<file path="src/tti_pkg.sv">
package tti_pkg;

  // ==========================================================
  // register map (indices; byte address is four times the index)
  localparam int               ADDR_W   = 18;
  localparam logic [15:0]      IDX_CTRL = 16'hff78;
  localparam logic [15:0]      IDX_LOW  = 16'hff79;
  localparam logic [15:0]      IDX_HIGH = 16'hff7a;
  localparam logic [15:0]      IDX_IEN  = 16'hffe6;
  localparam logic [15:0]      IDX_FLAG = 16'hfff6;

  // ==========================================================
  // field positions
  localparam int               CTRL_RUN_POS = 0;   // count_run_bit
  localparam int               CTRL_CLR_POS = 1;   // count_clear_bit
  localparam int               TAP_16HZ_POS = 3;
  localparam int               TAP_8HZ_POS  = 4;
  localparam int               TAP_2HZ_POS  = 6;
  localparam int               TAP_1HZ_POS  = 7;

  // ==========================================================
  // reset values
  localparam logic [7:0]       CNT_RST  = 8'h00;
  localparam logic [3:0]       IEN_RST  = 4'h0;
  localparam logic [3:0]       FLAG_RST = 4'h0;
  localparam logic             RUN_RST  = 1'b0;

  // ==========================================================
  // timing: count rate is twice the 128 Hz tap
  localparam int               CLK_HZ       = 10_000_000;
  localparam int               COUNT_HZ     = 256;
  localparam int               TICK_DIV_CYC = CLK_HZ / COUNT_HZ;
  localparam int               HOLD_TIME_US = 1000;
  localparam int               HOLD_CYC     = HOLD_TIME_US * (CLK_HZ / 1_000_000);

  // ==========================================================
  // bus answers
  localparam logic [1:0]       RESP_OKAY   = 2'h0;
  localparam logic [1:0]       RESP_SLVERR = 2'h2;

  typedef struct packed {
    logic              awvalid;
    logic [ADDR_W-1:0] awaddr;
    logic              wvalid;
    logic [31:0]       wdata;
    logic [3:0]        wstrb;
    logic              bready;
    logic              arvalid;
    logic [ADDR_W-1:0] araddr;
    logic              rready;
  } tti_axil_req_type;

  typedef struct packed {
    logic              awready;
    logic              wready;
    logic              bvalid;
    logic [1:0]        bresp;
    logic              arready;
    logic              rvalid;
    logic [31:0]       rdata;
    logic [1:0]        rresp;
  } tti_axil_rsp_type;

  // register access strobes between bus slave and timer
  typedef struct packed {
    logic              wrEn;
    logic [15:0]       wrIdx;
    logic [3:0]        wrData;
    logic              rdEn;
    logic [15:0]       rdIdx;
  } tti_regacc_type;

  // maps a byte address onto a register index
  function automatic logic [15:0] tti_index(input logic [ADDR_W-1:0] a);
    return a[ADDR_W-1:2];
  endfunction : tti_index

  // true for an index that holds a register
  function automatic logic tti_mapped(input logic [15:0] idx);
    return (idx == IDX_CTRL) || (idx == IDX_LOW) || (idx == IDX_HIGH) ||
           (idx == IDX_IEN) || (idx == IDX_FLAG);
  endfunction : tti_mapped

endpackage : tti_pkg

</file>
<file path="src/clock_tick_timer.sv">
// Behaviour
// - eight-bit binary up counter advanced by a divided-down slow tick
// - low nibble holds 128..16 Hz taps, high nibble 8..1 Hz taps
// - low read blocks high carries until high read or hold window ends
// - falling edges of 16, 8, 2 and 1 Hz taps are interrupt events
// - each such edge sets its flag regardless of the enable bit
// - four read/write enable bits, one enables, reset to zero
// - control bit 1 write-one clears counter, reads back zero
// - counter bits are read-only and reset to zero
// - control bit 0 runs counting; zero stops and holds; resets to zero
// - clear while running restarts at once; while stopped holds zero
// - flag cleared only by writing one; zero ignored; reset to zero
//
// The implementer's own choice: register access over AXI4-Lite.
`timescale 1ns/1ns
module clock_tick_timer import tti_pkg::*; #(
  parameter int TICK_DIV = TICK_DIV_CYC,
  parameter int HOLD_LEN = HOLD_CYC
) (
  input  wire logic             clk_sys,
  input  wire logic             reset,
  input  wire tti_axil_req_type axiReq,
  output tti_axil_rsp_type      axiRsp,
  output logic                  irqReq
);

  localparam int HW = $clog2(HOLD_LEN + 1);

  typedef struct packed {
    logic [7:0]    cnt;
    logic          run;
    logic [3:0]    ien;
    logic [3:0]    flag;
    logic          hold;
    logic [HW-1:0] holdCnt;
    logic          carryPend;
    logic          irq;
  } tti_state_type;

  tti_state_type  s_q;
  tti_state_type  s_d;
  tti_regacc_type acc;
  logic [3:0]     rdData;
  logic           tick;
  logic           wrCtrl;
  logic           wrIen;
  logic           wrFlag;
  logic           clrCnt;
  logic           rdLow;
  logic           rdHigh;
  logic           advance;
  logic           holdOn;
  logic [3:0]     fallSet;
  logic [3:0]     lowNext;
  logic [3:0]     highNext;
  logic           carry;

  // ==========================================================
  // bus slave and count-rate divider
  tti_axil_slave u_slave (
    .clk_sys (clk_sys),
    .reset   (reset),
    .axiReq  (axiReq),
    .axiRsp  (axiRsp),
    .acc     (acc),
    .rdData  (rdData)
  );

  tti_tick_gen #(
    .DIV (TICK_DIV)
  ) u_tick (
    .clk_sys (clk_sys),
    .reset   (reset),
    .restart (clrCnt),
    .tick    (tick)
  );

  // ==========================================================
  // access decode
  assign wrCtrl  = acc.wrEn && (acc.wrIdx == IDX_CTRL);
  assign wrIen   = acc.wrEn && (acc.wrIdx == IDX_IEN);
  assign wrFlag  = acc.wrEn && (acc.wrIdx == IDX_FLAG);
  assign clrCnt  = wrCtrl && acc.wrData[CTRL_CLR_POS];
  assign rdLow   = acc.rdEn && (acc.rdIdx == IDX_LOW);
  assign rdHigh  = acc.rdEn && (acc.rdIdx == IDX_HIGH);
  assign advance = s_q.run && tick;
  assign holdOn  = s_q.hold && !rdHigh && (s_q.holdCnt != '0);

  // ==========================================================
  // read mux; clear bit and upper bits read as zero
  always_comb begin
    rdData = 4'h0;
    unique case (acc.rdIdx)
      IDX_CTRL: rdData = {3'b000, s_q.run};
      IDX_LOW:  rdData = s_q.cnt[3:0];
      IDX_HIGH: rdData = s_q.cnt[7:4];
      IDX_IEN:  rdData = s_q.ien;
      IDX_FLAG: rdData = s_q.flag;
      default:  rdData = 4'h0;
    endcase
  end

  // ==========================================================
  // counter, hold, flags and request
  always_comb begin
    s_d      = s_q;
    lowNext  = s_q.cnt[3:0];
    highNext = s_q.cnt[7:4];
    carry    = 1'b0;
    fallSet  = 4'h0;
    // hold window countdown and release
    s_d.hold = holdOn;
    if (holdOn) s_d.holdCnt = s_q.holdCnt - HW'(1);
    if (s_q.hold && !holdOn && s_q.carryPend) begin
      highNext      = highNext + 4'h1;                         // deferred carry
      s_d.carryPend = 1'b0;
    end
    // count step
    if (advance) begin
      lowNext = s_q.cnt[3:0] + 4'h1;
      carry   = (s_q.cnt[3:0] == 4'hf);
      if (carry && holdOn) s_d.carryPend = 1'b1;
      else if (carry) highNext = highNext + 4'h1;
    end
    s_d.cnt = {highNext, lowNext};
    // a low read opens the hold window
    if (rdLow) begin
      s_d.hold    = 1'b1;
      s_d.holdCnt = HW'(HOLD_LEN - 1);
    end
    // control writes; clear wins over a step
    if (wrCtrl) s_d.run = acc.wrData[CTRL_RUN_POS];
    if (clrCnt) begin
      s_d.cnt       = CNT_RST;
      s_d.carryPend = 1'b0;
    end else begin
      fallSet = {s_q.cnt[TAP_1HZ_POS] & ~s_d.cnt[TAP_1HZ_POS],
                 s_q.cnt[TAP_2HZ_POS] & ~s_d.cnt[TAP_2HZ_POS],
                 s_q.cnt[TAP_8HZ_POS] & ~s_d.cnt[TAP_8HZ_POS],
                 s_q.cnt[TAP_16HZ_POS] & ~s_d.cnt[TAP_16HZ_POS]};
    end
    if (wrIen) s_d.ien = acc.wrData;
    // write-one clears, a same-cycle edge wins
    if (wrFlag) s_d.flag = s_q.flag & ~acc.wrData;
    s_d.flag = s_d.flag | fallSet;
    s_d.irq  = |(s_d.flag & s_d.ien);
  end

  always_ff @(posedge clk_sys) begin
    if (reset) begin
      s_q      <= '0;
      s_q.cnt  <= CNT_RST;
      s_q.run  <= RUN_RST;
      s_q.ien  <= IEN_RST;
      s_q.flag <= FLAG_RST;
    end else begin
      s_q <= s_d;
    end
  end

  assign irqReq = s_q.irq;
endmodule : clock_tick_timer

</file>
<file path="src/tti_axil_slave.sv">
`timescale 1ns/1ns
module tti_axil_slave import tti_pkg::*; (
  input  wire logic              clk_sys,
  input  wire logic              reset,
  input  wire tti_axil_req_type  axiReq,
  output tti_axil_rsp_type       axiRsp,
  output tti_regacc_type         acc,
  input  wire logic [3:0]        rdData
);

  typedef struct packed {
    logic              awHave;
    logic              wHave;
    logic [ADDR_W-1:0] addr;
    logic [3:0]        data;
    logic              strb0;
    tti_axil_rsp_type  rsp;
  } tti_slv_type;

  tti_slv_type s_q;
  tti_slv_type s_d;
  logic        doWrite;
  logic        doRead;

  assign doWrite = s_q.awHave && s_q.wHave && !s_q.rsp.bvalid;
  assign doRead  = axiReq.arvalid && s_q.rsp.arready;

  // ==========================================================
  // write path: address and data in either order, then response
  always_comb begin
    s_d = s_q;
    if (axiReq.awvalid && s_q.rsp.awready) begin
      s_d.awHave = 1'b1;
      s_d.addr   = axiReq.awaddr;
    end
    if (axiReq.wvalid && s_q.rsp.wready) begin
      s_d.wHave = 1'b1;
      s_d.data  = axiReq.wdata[3:0];
      s_d.strb0 = axiReq.wstrb[0];
    end
    if (doWrite) begin
      s_d.awHave     = 1'b0;
      s_d.wHave      = 1'b0;
      s_d.rsp.bvalid = 1'b1;
      s_d.rsp.bresp  = tti_mapped(tti_index(s_q.addr)) ? RESP_OKAY : RESP_SLVERR;
    end else if (s_q.rsp.bvalid && axiReq.bready) begin
      s_d.rsp.bvalid = 1'b0;
    end
    s_d.rsp.awready = !s_d.awHave && !s_d.rsp.bvalid;
    s_d.rsp.wready  = !s_d.wHave && !s_d.rsp.bvalid;
    // read path: data captured on the address handshake
    if (doRead) begin
      s_d.rsp.arready = 1'b0;
      s_d.rsp.rvalid  = 1'b1;
      s_d.rsp.rdata   = {28'h0000000, rdData};
      s_d.rsp.rresp   = tti_mapped(tti_index(axiReq.araddr)) ? RESP_OKAY : RESP_SLVERR;
    end else if (s_q.rsp.rvalid && axiReq.rready) begin
      s_d.rsp.rvalid  = 1'b0;
      s_d.rsp.arready = 1'b1;
    end
  end

  always_ff @(posedge clk_sys) begin
    if (reset) begin
      s_q             <= '0;
      s_q.rsp.awready <= 1'b1;
      s_q.rsp.wready  <= 1'b1;
      s_q.rsp.arready <= 1'b1;
    end else begin
      s_q <= s_d;
    end
  end

  // ==========================================================
  // strobes to the timer; byte lane 0 must be enabled to write
  assign axiRsp     = s_q.rsp;
  assign acc.wrEn   = doWrite && s_q.strb0;
  assign acc.wrIdx  = tti_index(s_q.addr);
  assign acc.wrData = s_q.data;
  assign acc.rdEn   = doRead;
  assign acc.rdIdx  = tti_index(axiReq.araddr);

endmodule : tti_axil_slave

</file>
<file path="src/tti_tick_gen.sv">
`timescale 1ns/1ns
module tti_tick_gen import tti_pkg::*; #(
  parameter int DIV = TICK_DIV_CYC
) (
  input  wire logic clk_sys,
  input  wire logic reset,
  input  wire logic restart,
  output logic      tick
);

  localparam int W = $clog2(DIV + 1);

  typedef struct packed {
    logic [W-1:0] cnt;
    logic         tick;
  } tti_div_type;

  tti_div_type s_q;
  tti_div_type s_d;

  // ==========================================================
  // divider: one pulse per DIV cycles, phase restarts on request
  always_comb begin
    s_d = s_q;
    s_d.tick = 1'b0;
    if (restart) begin
      s_d.cnt = '0;
    end else if (s_q.cnt == W'(DIV - 1)) begin
      s_d.cnt  = '0;
      s_d.tick = 1'b1;
    end else begin
      s_d.cnt = s_q.cnt + W'(1);
    end
  end

  always_ff @(posedge clk_sys) begin
    if (reset) s_q <= '0;
    else       s_q <= s_d;
  end

  assign tick = s_q.tick;

endmodule : tti_tick_gen
</file>
<file path="config.mk">
export PLATFORM = sky130hd
export DESIGN_NAME = clock_tick_timer
export DESIGN_NICKNAME = d
export VERILOG_FILES = /design/src/tti_pkg.sv /design/src/clock_tick_timer.sv /design/src/tti_axil_slave.sv /design/src/tti_tick_gen.sv
export SDC_FILE = /design/constraint.sdc
export NUM_CORES = 1
export LEC_CHECK = 0
export ABC_CLOCK_PERIOD_IN_PS = 5700
export BUFFER_PORTS_ARGS = -buffer_cell sky130_fd_sc_hd__buf_2
export CORE_ASPECT_RATIO = 2
export CORE_MARGIN = 2
export CORE_UTILIZATION = 45
export DETAILED_ROUTE_END_ITERATION = 7
export PLACE_DENSITY = 0.79
export SYNTH_ARGS = -nofsm -noshare
export SYNTH_HDL_FRONTEND = slang
export SYNTH_HIERARCHICAL = 1
export SYNTH_SLANG_ARGS = --single-unit
</file>
<file path="constraint.sdc">
create_clock -name clk_sys -period 5.7 [get_ports clk_sys]
set_input_delay 0.855 -clock clk_sys [delete_from_list [all_inputs] [get_ports clk_sys]]
set_output_delay 0.855 -clock clk_sys [all_outputs]
set_load 0.03 [all_outputs]
</file>
==> summary.md, run 1 <==
| Metric | Value |
|---|---|
| Largest net degree at the start of global routing | `65` |
| Type of element launching the critical path | `primary input` |
| Biggest area contributors in the synthesized netlist | `sky130_fd_sc_hd__dfxtp_1, sky130_fd_sc_hd__buf_4, sky130_fd_sc_hd__nand2_1, sky130_fd_sc_hd__xnor2_1, sky130_fd_sc_hd__a21oi_1` |
| Worst-case reg-to-reg path depth | `9` |
| Critical-path cell with the highest stage delay | `sky130_fd_sc_hd__a21oi_1` |
| Boundary pin count | `121` |
| Setup repair after global routing missed its margin | `no` |
| Fmax | `329.3 MHz` |
| DP HPWL | `7.251 mm` |
| Area of placed instances | `4524 um^2` |
| Cts-stage hold buffer count | `0` |
| CTS H-Tree Depth | `3` |
| Post-synthesis cell count | `547` |
| Time the worst path needs with I/O delays and setup | `3037 ps` |
| Number of non-filler instances in the completed layout | `688` |
| Initial antenna violation count | `0` |
| DIE WIDTH | `75.86 um` |
| Warning count from the yosys run | `6` |
| Die Outline Area | `11200 um^2` |
| Detailed-route wire length | `9.417 mm` |
| Number of placed instances with taps included | `672` |
| Worst-Skew Late Latency | `340 ps` |
| Total negative slack | `0 ps` |
| Overall global routing resource usage | `0.1796` |
| Clock-pin slew on the worst setup and hold paths | `60 ps` |
| Setup Buffers After CTS | `0` |
| Number of antenna diodes | `0` |
| Core area | `10080 um^2` |
| Result of the run | `complete, no violations` |
| Vertical die dimension | `147.7 um` |
| CTS sink cnt | `85` |
| Final worst path period share | `0.5328` |
| Dominant register cell in the synthesized netlist | `sky130_fd_sc_hd__dfxtp_1` |
| Number of global-route vias before repair | `3672` |
| Starting density of the core | `0.4608` |
| Global-route wire length before repair | `15.78 mm` |
| Post-route worst setup slack | `2663 ps` |
| Yosys top cell area share | `0.3662` |
| Distinct cell type count of the synthesized netlist | `61` |
| Clock tree from TritonCTS | `built` |
| Worst stage delay on the critical path | `840 ps` |
| Cell taking the most area after synthesis | `sky130_fd_sc_hd__dfxtp_1` |
| Average wire length per cell after detail routing | `13.69 um` |
| Async set-reset flop share out of synthesis | `0` |
| Fraction of final layout cells sized beyond drive strength 1 | `0.1718` |
| Synthesized cell area | `4647 um^2` |
| Final global-route overflow total | `0` |
| Worst vdd rail ir drop | `0.2059 mV` |
| Hold Path Class | `register to register` |
| Number of buffers created by CTS | `9` |
| Max transition margin | `0.2744` |
| First-pass detailed-route iteration total | `4` |
| Count of port buffers added during placement | `55` |
| Max Cap Violations | `0` |
| Final slew viol count | `0` |
| Actual slew at the worst max-slew pin | `1088 ps` |
| Number of setup violations in the final report | `0` |
| Worst slack at placement | `2352 ps` |
| Area added between synthesis and finish | `3.312%` |
| Leakage | `1.795 nW` |
| Maximum clock skew at final layout | `6.985 ps` |
| Reg2reg setup slack | `2820 ps` |
| Vias | `3633` |
| Number of endpoints with negative hold slack in the final report | `0` |
| Number of routed nets with antenna violations | `0` |
| Detailed-route vias per instance | `5.281` |
| DRC violations left | `0` |
| Crit end category | `register` |
| Critical path data arrival time | `3210 ps` |
| Root buffer cell | `sky130_fd_sc_hd__clkbuf_16` |
| Critical-path cell list | `buf_2 > nand2_2 > inv_2 > and3b_1 > a21oi_1 > nand3_1 > nor4_1 > xnor2_1 > nor3_1` |
| Maximum root-to-sink buffer count | `2` |
| Crit Path Max Fanout | `15` |
| Placer congestion estimate | `0.8973` |
| Pwr dens | `264.5 nW/um^2` |
| Number of DRC markers after the initial detailed-route iteration | `158` |
| Final hold slack | `463.3 ps` |
| Worst Hold Depth | `2` |
| Kind of critical path | `primary input to register` |
| Avg Cell Area, Syn | `8.495 um^2` |
| Number of standard-cell rows in the floorplan | `52` |
| Share of synthesized area occupied by flip-flops and latches | `0.3662` |
| Seq cells post-synth | `85` |
| CP Data Required Time | `5870 ps` |
| Final cell area excluding filler cells | `4801 um^2` |
| NumNets Final | `633` |
| Number of gates resized after CTS | `0` |
| Count of flip-flops with a built-in enable after synthesis | `0` |
layout by cell type (no fill, tap or decap), drive strengths merged, types with 2 or more instances in the layout:
cell | synthesis | layout
dfxtp | 85 | 85
nand2 | 74 | 74
buf | 85 | 55
nor2 | 46 | 46
a21oi | 41 | 41
conb | 1 | 30
xnor2 | 24 | 24
nand3 | 19 | 19
nand4 | 17 | 17
nor3 | 16 | 16
inv | 11 | 12
nor4 | 11 | 11
mux2i | 10 | 10
xor2 | 10 | 10
clkbuf | 9 | 9
nand2b | 7 | 7
o22ai | 7 | 7
ha | 6 | 6
nor2b | 5 | 5
a22oi | 5 | 5
nand4b | 4 | 4
and4 | 4 | 4
and2 | 4 | 4
a32oi | 4 | 4
o21ai | 4 | 4
a211oi | 4 | 4
or4 | 4 | 4
clkinv | 0 | 4
and3 | 3 | 3
or2 | 3 | 3
nand4bb | 2 | 2
and3b | 2 | 2
nand3b | 2 | 2
clkinvlp | 0 | 2
o21bai | 2 | 2
nor3b | 2 | 2
through the flow:
stage | utilization | total power (W)
after floorplan | - | 0.0007572
after global placement | 0.4486 | 0.0007437
after detailed placement | 0.4486 | 0.0007471
after CTS | 0.4761 | 0.001278
after global routing | 0.4761 | 0.001319
final | 0.4761 | 0.001270
worst max-delay path, delay by kind of cell:
family                    cells  cell delay (ps)
AOI/OAI and AO/OA             1              840
and+or+nand+nor               5             1110
xor gates and xnor gates      1              170
buffers and inverters         2              210
worst paths after layout:
path                                         from           endpoint
worst max-delay path                   axiReq[19]             s_q[9]
worst min-delay path            u_slave/axiRsp[4]  u_slave/axiRsp[4]
worst max register to register             s_q[2]             s_q[9]
worst min register to register  u_slave/axiRsp[4]  u_slave/axiRsp[4]
logic make-up (layout without fill, tap and decap cells):
kind of cell / Yosys count / in the layout / share of synthesized area
simple gates: 231 / 231 / 0.2768
buf+inv: 105 / 82 / 0.1543
flops: 85 / 85 / 0.3662
compound gates: 75 / 75 / 0.1002
xor+xnor: 34 / 34 / 0.06408
mux: 10 / 10 / 0.02154
fa+ha+maj: 6 / 6 / 0.01615
other cells: 1 / 30 / 0.0008070
synthesized netlist by cell type, types with 4 or more instances:
library cell	count
sky130_fd_sc_hd__a211oi_1	4
sky130_fd_sc_hd__inv_1	10
sky130_fd_sc_hd__and4_1	4
sky130_fd_sc_hd__a21oi_1	41
sky130_fd_sc_hd__clkbuf_1	9
sky130_fd_sc_hd__nor4_1	5
sky130_fd_sc_hd__nand2_2	4
sky130_fd_sc_hd__nor3_1	16
sky130_fd_sc_hd__nor4_2	4
sky130_fd_sc_hd__nand4b_1	4
sky130_fd_sc_hd__ha_1	6
sky130_fd_sc_hd__nor2_1	44
sky130_fd_sc_hd__a22oi_1	5
sky130_fd_sc_hd__xor2_1	10
sky130_fd_sc_hd__buf_4	79
sky130_fd_sc_hd__nor2b_1	5
sky130_fd_sc_hd__a32oi_1	4
sky130_fd_sc_hd__mux2i_1	10
sky130_fd_sc_hd__nand4_1	15
sky130_fd_sc_hd__dfxtp_1	85
sky130_fd_sc_hd__xnor2_1	24
sky130_fd_sc_hd__nand2_1	70
sky130_fd_sc_hd__o22ai_1	6
sky130_fd_sc_hd__nand3_1	18
sky130_fd_sc_hd__o21ai_0	4
sky130_fd_sc_hd__and2_1	4
sky130_fd_sc_hd__nand2b_1	7
flip-flops by register name (all words and copies together), names as in the netlist:
| register | cells |
|---|---|
| u_tick/s_q | 16 |
| u_slave/acc | 20 |
| u_slave/s_q | 3 |
| u_slave/axiRsp | 11 |
| u_tick/tick | 1 |
| s_q | 33 |
| irqReq | 1 |
metal layers:
layer	share of wire	GRT usage	wire length, um	up-vias
li1	-	-	-	1790
met1	0.34	0.1683	3212	1726
met2	0.58	0.3323	5505	88
met5	0	0	0	-
met3	0.032	0.03545	298	29
met4	0.042	0.1088	400	0
power breakdown:
part	switching (W)	leakage, nW	internal (W)	total (W)
clock network	0.000239	0.132	0.000296	0.000536
logic	0.0000759	0.972	0.0000309	0.000107
registers	0.0000168	0.690	0.000610	0.000627
final cells by class:
type / instances / area [um^2]
inverters: 11 / 41.29
well taps: 135 / 168.9
flip-flops and latches: 85 / 1702
clock buffers: 9 / 225.2
fillers: 969 / 5284
multi-input cells: 386 / 2337
repair buffers: 55 / 275.3
clock inverters: 7 / 51.30
Note: power is estimated with default switching activity, not from simulation.
==> run 2, diff against run 1 <==
--- a/config.mk
+++ b/config.mk
@@ -5,7 +5,7 @@
 export SDC_FILE = /design/constraint.sdc
 export NUM_CORES = 1
 export LEC_CHECK = 0
-export ABC_CLOCK_PERIOD_IN_PS = 5700
+export ABC_CLOCK_PERIOD_IN_PS = 2900
 export BUFFER_PORTS_ARGS = -buffer_cell sky130_fd_sc_hd__buf_2
 export CORE_ASPECT_RATIO = 2
 export CORE_MARGIN = 2
==> constraint.sdc (replaced) <==
create_clock -name clk_sys -period 2.9 [get_ports clk_sys]
set_input_delay 0.435 -clock clk_sys [delete_from_list [all_inputs] [get_ports clk_sys]]
set_output_delay 0.435 -clock clk_sys [all_outputs]
set_load 0.03 [all_outputs]
==> run 2 against run 1 <==
  * Non-clock buffer count is 2 higher
  * Largest cell class unchanged
  * First-iteration DRC count is 26% higher
  * Clock power is 130% higher
  * Hold slack worse by 130 ps
  * Register-to-register slack worse by 2700 ps
  * Routed wire length is 3.1% higher
  * Critical endpoint is now irqReq
==> summary.md, run 2 (synthesis gave the netlist of run 1 again) <==
| Metric | Value |
|---|---|
| Result of the run | `complete, no violations` |
| Final worst path period share | `0.9520` |
| Crit end category | `register` |
| Type of element launching the critical path | `register` |
| Detailed-route wire length | `9.706 mm (+3.1%)` |
| Final cell area excluding filler cells | `4863 um^2 (+1.3%)` |
| Vias | `3612 (-0.58%)` |
| Crit Path Max Fanout | `4 (-11)` |
| Worst-Skew Late Latency | `340 ps (about the same)` |
| CTS sink cnt | `85 (unchanged)` |
| Critical path data arrival time | `3020 ps (-190 ps)` |
| Root buffer cell | `sky130_fd_sc_hd__clkbuf_16` |
| Post-route total power | `0.002660 W (+110%)` |
| Starting density of the core | `0.4608 (unchanged)` |
| Die Outline Area | `11200 um^2 (unchanged)` |
| Max Cap Violations | `0 (unchanged)` |
| Final global-route overflow total | `0 (unchanged)` |
| Area used by multi-input combinational logic | `2344 um^2 (+0.27%)` |
| Kind of critical path | `register to register` |
| Critical-path cell with the highest stage delay | `sky130_fd_sc_hd__or4b_4` |
| Max reg flops | `33 (unchanged)` |
| Pwr dens | `547.0 nW/um^2 (+110%)` |
| Maximum root-to-sink buffer count | `2 (unchanged)` |
| Fraction of final layout cells sized beyond drive strength 1 | `0.1748 (+0.002985)` |
| NumNets Final | `635 (+0.32%)` |
| Area added between synthesis and finish | `4.658%` |
| Number of standard-cell rows in the floorplan | `52 (unchanged)` |
| Commonest non-fill, non-tap cell in the layout | `sky130_fd_sc_hd__dfxtp_1` |
| Worst stage delay on the critical path | `490 ps (-350 ps)` |
| Number of buffers created by CTS | `9 (unchanged)` |
| Worst vdd rail ir drop | `0.4957 mV (+140%)` |
| Placer congestion estimate | `0.9183 (+2.3%)` |
| Number of setup violations in the final report | `0 (unchanged)` |
| DP HPWL | `7.446 mm (+2.7%)` |
| Leakage | `1.822 nW (+1.5%)` |
| CTS H-Tree Depth | `3 (unchanged)` |
| Vertical die dimension | `147.7 um (unchanged)` |
| Number of antenna diodes | `0 (unchanged)` |
| Fmax | `362.2 MHz` |
| Number of global-route vias before repair | `3652 (-0.54%)` |
| First-pass detailed-route iteration total | `4 (unchanged)` |
| DRC violations left | `0 (unchanged)` |
| Number of routed nets with antenna violations | `0 (unchanged)` |
| Clock-pin slew on the worst setup and hold paths | `60 ps (about the same)` |
| DIE WIDTH | `75.86 um (unchanged)` |
| Maximum clock skew at final layout | `9.230 ps (+2.245 ps)` |
| Finished Core Util | `0.4823 (+0.006203)` |
| Setup repair after global routing missed its margin | `no` |
| Cts-stage hold buffer count | `0 (unchanged)` |
| Boundary pin count | `121 (unchanged)` |
| Final slew viol count | `0 (unchanged)` |
| Largest net degree at the start of global routing | `35 (-46%)` |
| Register containing the most flip-flops in the final layout | `s_q` |
| Hold Path Class | `primary input to register` |
| Top library cells by usage in the layout, fill and taps aside | `sky130_fd_sc_hd__dfxtp_1, sky130_fd_sc_hd__nand2_1, sky130_fd_sc_hd__buf_2` |
| Final hold slack | `332.0 ps (-131.3 ps)` |
| Time the worst path needs with I/O delays and setup | `2761 ps` |
| Area of placed instances | `4539 um^2 (+0.33%)` |
| Max transition margin | `0.6032 (+0.3288)` |
| Detailed-route vias per instance | `5.235 (-0.87%)` |
| CP Data Required Time | `3160 ps (-2710 ps)` |
| Total negative slack | `0 ps (unchanged)` |
| Actual slew at the worst max-slew pin | `595.2 ps (-493.2 ps)` |
| Crit path max-delay family | `simple AND/OR/NAND/NOR gates` |
| Clock tree from TritonCTS | `built` |
| Average wire length per cell after detail routing | `14.07 um (+2.8%)` |
| Number of buffers and inverters on the critical path | `1 (-1)` |
| Overall global routing resource usage | `0.1832 (+0.003589)` |
| Critical-path cell list | `inv_1 > ha_1 > or4b_4 > nor4_4 > a22oi_1 > a2111o_1 > xnor2_1 > nand4_1 > nand3_1` |
| Number of DRC markers after the initial detailed-route iteration | `199 (+26%)` |
| Count of port buffers added during placement | `55 (unchanged)` |
| Global-route wire length before repair | `15.97 mm (+1.2%)` |
| Register area | `1702 um^2 (unchanged)` |
| Filler cells | `963 (-0.62%)` |
| Number of endpoints with negative hold slack in the final report | `0 (unchanged)` |
| Core area | `10080 um^2 (unchanged)` |
| Initial antenna violation count | `0 (unchanged)` |
[run 2: path summary, 6_finish.rpt]
| path | from | slack [ps] | endpoint | cells after the start |
|---|---|---|---|---|
| max | s_q[2] | 140 | irqReq | 9 |
| min | axiReq[60] | 330 | u_slave/acc[21] | 3 |
| max reg2reg | s_q[2] | 140 | irqReq | 9 |
| min reg2reg | u_slave/axiRsp[5] | 460 | u_slave/axiRsp[5] | 2 |
[run 2: what timing repair did]
item / 4_1_cts / 5_1_grt
resized for setup: 0 / 2
setup buffers: 0 / 0
endpoints found under the setup margin: 0 / 3
[run 2: area by class of cell]
| cell class | count | share of cell area |
|---|---|---|
| clock inverters | 5 | 0.01749 |
| clock buffers | 11 | 0.04785 |
| well taps | 135 | 0.03473 |
| multi-input cells | 386 | 0.4819 |
| flip-flops and latches | 85 | 0.3499 |
| repair buffers | 57 | 0.05969 |
| inverters | 11 | 0.008490 |
[run 2: metrics by stage]
stage,setup WS (ps),std cells
6_report,139.2,690
4_1_cts,139.5,690
5_1_grt,24.44,690
3_3_place_gp,213.5,674
2_1_floorplan,486.5,576
3_5_place_dp,132.2,674
[run 2: tightest hold or removal path: cells and delay by family]
family / cells / cell delay, ps
buf+inv: 1 / 90
simple gates: 1 / 40
compound gates: 1 / 50
[run 2: power by group]
| group | internal [W] | switching (W) | leakage [nW] |
|---|---|---|---|
| Sequential | 0.00120 | 0.0000333 | 0.690 |
| Clock | 0.000758 | 0.000455 | 0.150 |
| Combinational | 0.0000627 | 0.000152 | 0.981 |
[run 2: layer usage]
| metal | GRT usage | share of wire | vias up |
|---|---|---|---|
| li1 | - | - | 1797 |
| met1 | 0.1738 | 0.35 | 1719 |
| met2 | 0.3422 | 0.59 | 78 |
| met3 | 0.03885 | 0.029 | 18 |
| met4 | 0.09649 | 0.032 | 0 |
| met5 | 0 | 0 | - |
==> run 3, diff against run 2 <==
--- a/config.mk
+++ b/config.mk
@@ -5,8 +5,9 @@
 export SDC_FILE = /design/constraint.sdc
 export NUM_CORES = 1
 export LEC_CHECK = 0
-export ABC_CLOCK_PERIOD_IN_PS = 2900
+export ABC_CLOCK_PERIOD_IN_PS = 2800
 export BUFFER_PORTS_ARGS = -buffer_cell sky130_fd_sc_hd__buf_2
+export CAP_MARGIN = 0
 export CORE_ASPECT_RATIO = 2
 export CORE_MARGIN = 2
 export CORE_UTILIZATION = 45
==> constraint.sdc (replaced) <==
create_clock -name clk_sys -period 2.8 [get_ports clk_sys]
set_input_delay 0.42 -clock clk_sys [delete_from_list [all_inputs] [get_ports clk_sys]]
set_output_delay 0.42 -clock clk_sys [all_outputs]
set_load 0.03 [all_outputs]
==> run 3 against run 2 <==
  * Core utilization is 0.48 points higher
  * Clock-buffer cell count down 2
  * Hold slack worse by 20 ps
  * Via count up 1.7%
==> summary.md, run 3 (synthesis gave the netlist of run 1 again) <==
| Metric | Value |
|---|---|
| Maximum root-to-sink buffer count | `2 (unchanged)` |
| Number of routed nets with antenna violations | `0 (unchanged)` |
| Reg2reg setup slack | `160 ps (+20 ps)` |
| Final worst path period share | `0.9425 (-0.009469)` |
| Time the worst path needs with I/O delays and setup | `2639 ps (-121.7 ps)` |
| Number of antenna diodes | `0 (unchanged)` |
| Number of buffers created by CTS | `9 (unchanged)` |
| Fraction of final layout cells sized beyond drive strength 1 | `0.1857 (+0.01094)` |
| Critical-path cell with the highest stage delay | `sky130_fd_sc_hd__a2111o_1` |
| DP HPWL | `7.373 mm (-0.98%)` |
| Critical path data arrival time | `2850 ps (-170 ps)` |
| Number of placed instances with taps included | `679 (+0.74%)` |
| Post-route total power | `0.002783 W (+4.6%)` |
| Die Outline Area | `11200 um^2 (unchanged)` |
| Maximum clock skew at final layout | `6.576 ps (-2.654 ps)` |
| Filler cells | `972 (+0.93%)` |
| Critical-path cell list | `inv_1 > ha_1 > or4b_4 > nor4_4 > a22oi_1 > a2111o_1 > xnor2_2 > a32oi_1 > nor2_1` |
| Register containing the most flip-flops in the final layout | `s_q` |
| Number of DRC markers after the initial detailed-route iteration | `193 (-3.0%)` |
| Max Cap Violations | `0 (unchanged)` |
| CP Data Required Time | `3010 ps (-150 ps)` |
| Hold Path Class | `primary input to register` |
| Launch point of the worst reg-to-reg path | `s_q[2]` |
| Vias | `3674 (+1.7%)` |
| Overall global routing resource usage | `0.1865 (+0.003308)` |
| Global-route wire length before repair | `16.26 mm (+1.8%)` |
| CTS H-Tree Depth | `3 (unchanged)` |
| Crit end category | `register` |
| Final slew viol count | `0 (unchanged)` |
| Kind of critical path | `register to register` |
| Critical path capture point | `s_q[19]` |
| Cts-stage hold buffer count | `0 (unchanged)` |
| DRC violations left | `0 (unchanged)` |
| Leakage | `1.844 nW (+1.2%)` |
| Worst vdd rail ir drop | `0.5366 mV (+8.3%)` |
| Pwr dens | `566.4 nW/um^2 (+3.6%)` |
| Number of endpoints with negative hold slack in the final report | `0 (unchanged)` |
| Fmax | `378.9 MHz (+4.6%)` |
| Setup Buffers After CTS | `0 (unchanged)` |
| Max reg flops | `33 (unchanged)` |
| Worst-Skew Late Latency | `340 ps (about the same)` |
| Max transition margin | `0.6177 (+0.01448)` |
| Worst-case reg-to-reg path depth | `9 (unchanged)` |
| Actual slew at the worst max-slew pin | `573.5 ps (-21.72 ps)` |
| Boundary pin count | `121 (unchanged)` |
| Initial antenna violation count | `0 (unchanged)` |
| Detailed-route wire length | `9.728 mm (+0.23%)` |
| Largest net degree at the start of global routing | `36 (+2.9%)` |
| Core area | `10080 um^2 (unchanged)` |
| First-pass detailed-route iteration total | `4 (unchanged)` |
| Worst stage delay on the critical path | `510 ps (+20 ps)` |
| Number of global-route vias before repair | `3661 (+0.25%)` |
| Number of standard-cell rows in the floorplan | `52 (unchanged)` |
| Detailed-route vias per instance | `5.286 (+0.98%)` |
| Vertical die dimension | `147.7 um (unchanged)` |
| Clock tree from TritonCTS | `built` |
| Area added between synthesis and finish | `5.708%` |
| CTS sink cnt | `85 (unchanged)` |
| Result of the run | `complete, no violations` |
| Root buffer cell | `sky130_fd_sc_hd__clkbuf_16` |
| Number of setup violations in the final report | `0 (unchanged)` |
| Number of non-filler instances in the completed layout | `695 (+0.72%)` |
| DIE WIDTH | `75.86 um (unchanged)` |
| Crit path launch | `s_q[2]` |
| Average wire length per cell after detail routing | `14.00 um (-0.49%)` |
| Top library cells by usage in the layout, fill and taps aside | `sky130_fd_sc_hd__dfxtp_1, sky130_fd_sc_hd__nand2_1, sky130_fd_sc_hd__buf_2` |
| Number of gates resized after CTS | `0 (unchanged)` |
| NumNets Final | `640 (+0.79%)` |
| Final global-route overflow total | `0 (unchanged)` |
| Crit Path Max Fanout | `4 (unchanged)` |
| Setup repair after global routing missed its margin | `no` |
| Clock-pin slew on the worst setup and hold paths | `70 ps (about the same)` |
| Total negative slack | `0 ps (unchanged)` |
| Placer congestion estimate | `0.8993 (-2.1%)` |
| Count of port buffers added during placement | `55 (unchanged)` |
| Commonest non-fill, non-tap cell in the layout | `sky130_fd_sc_hd__dfxtp_1` |
| Starting density of the core | `0.4608 (unchanged)` |
| Critical R2R Capture | `s_q[19]` |
| Type of element launching the critical path | `register` |
[run 3: final cells by class]
type	instances	area, um^2	share of cell area
clock buffer	9	225.2	0.04585
clock inverter	7	98.84	0.02012
tap	135	168.9	0.03439
inverter	11	41.29	0.008406
timing repair buffer	62	327.8	0.06673
multi-input combinational	386	2349	0.4781
sequential	85	1702	0.3464
[run 3: stage by stage]
step / util / setup slack [ps] / hold slack [ps] / cell area [um^2]
2_1_floorplan: - / 386.5 / 431.7 / 4756
5_1_grt: 0.4871 / 0.7891 / 313.4 / 4912
6_report: 0.4871 / 160.9 / 311.8 / 4912
3_3_place_gp: 0.4538 / 173.1 / 445.9 / 4577
3_5_place_dp: 0.4538 / 135.9 / 452.4 / 4577
4_1_cts: 0.4860 / 94.98 / 306.1 / 4901
[run 3: layer usage]
layer,up-vias,GRT usage,share of wire
li1,1806,-,-
met1,1739,0.1822,0.35
met2,97,0.3392,0.57
met3,32,0.03545,0.035
met4,0,0.1114,0.049
met5,-,0,0
[run 3: worst max-delay path: cells and delay by family (launching register included)]
kind | cells | cell delay (ps)
AOI/OAI and AO/OA | 3 | 890
xor gates and xnor gates | 1 | 180
adders and majority gates | 1 | 150
buffers and inverters | 1 | 80
DFF | 1 | 330
and+or+nand+nor | 3 | 870
[run 3: where the power goes]
part           internal, W  switching, W  leakage [nW]  total, W
Clock             0.000784      0.000497         0.144   0.00128
Sequential         0.00124     0.0000345         0.690   0.00128
Combinational    0.0000672      0.000158          1.01  0.000225
Total              0.00209      0.000689          1.84   0.00278
[run 3: worst min-delay path by stage]
stage                      startpoint                end  slack [ps]  cells after the start
finish                     axiReq[70]    u_slave/acc[31]         310                      3
global route               axiReq[69]    u_slave/acc[30]         310                      3
CTS                        axiReq[70]    u_slave/acc[31]         310                      3
detailed placement  u_slave/axiRsp[2]  u_slave/axiRsp[2]         450                      2
global placement    u_slave/axiRsp[2]  u_slave/axiRsp[2]         450                      2
floorplan             u_slave/s_q[41]    u_slave/s_q[41]         430                      2
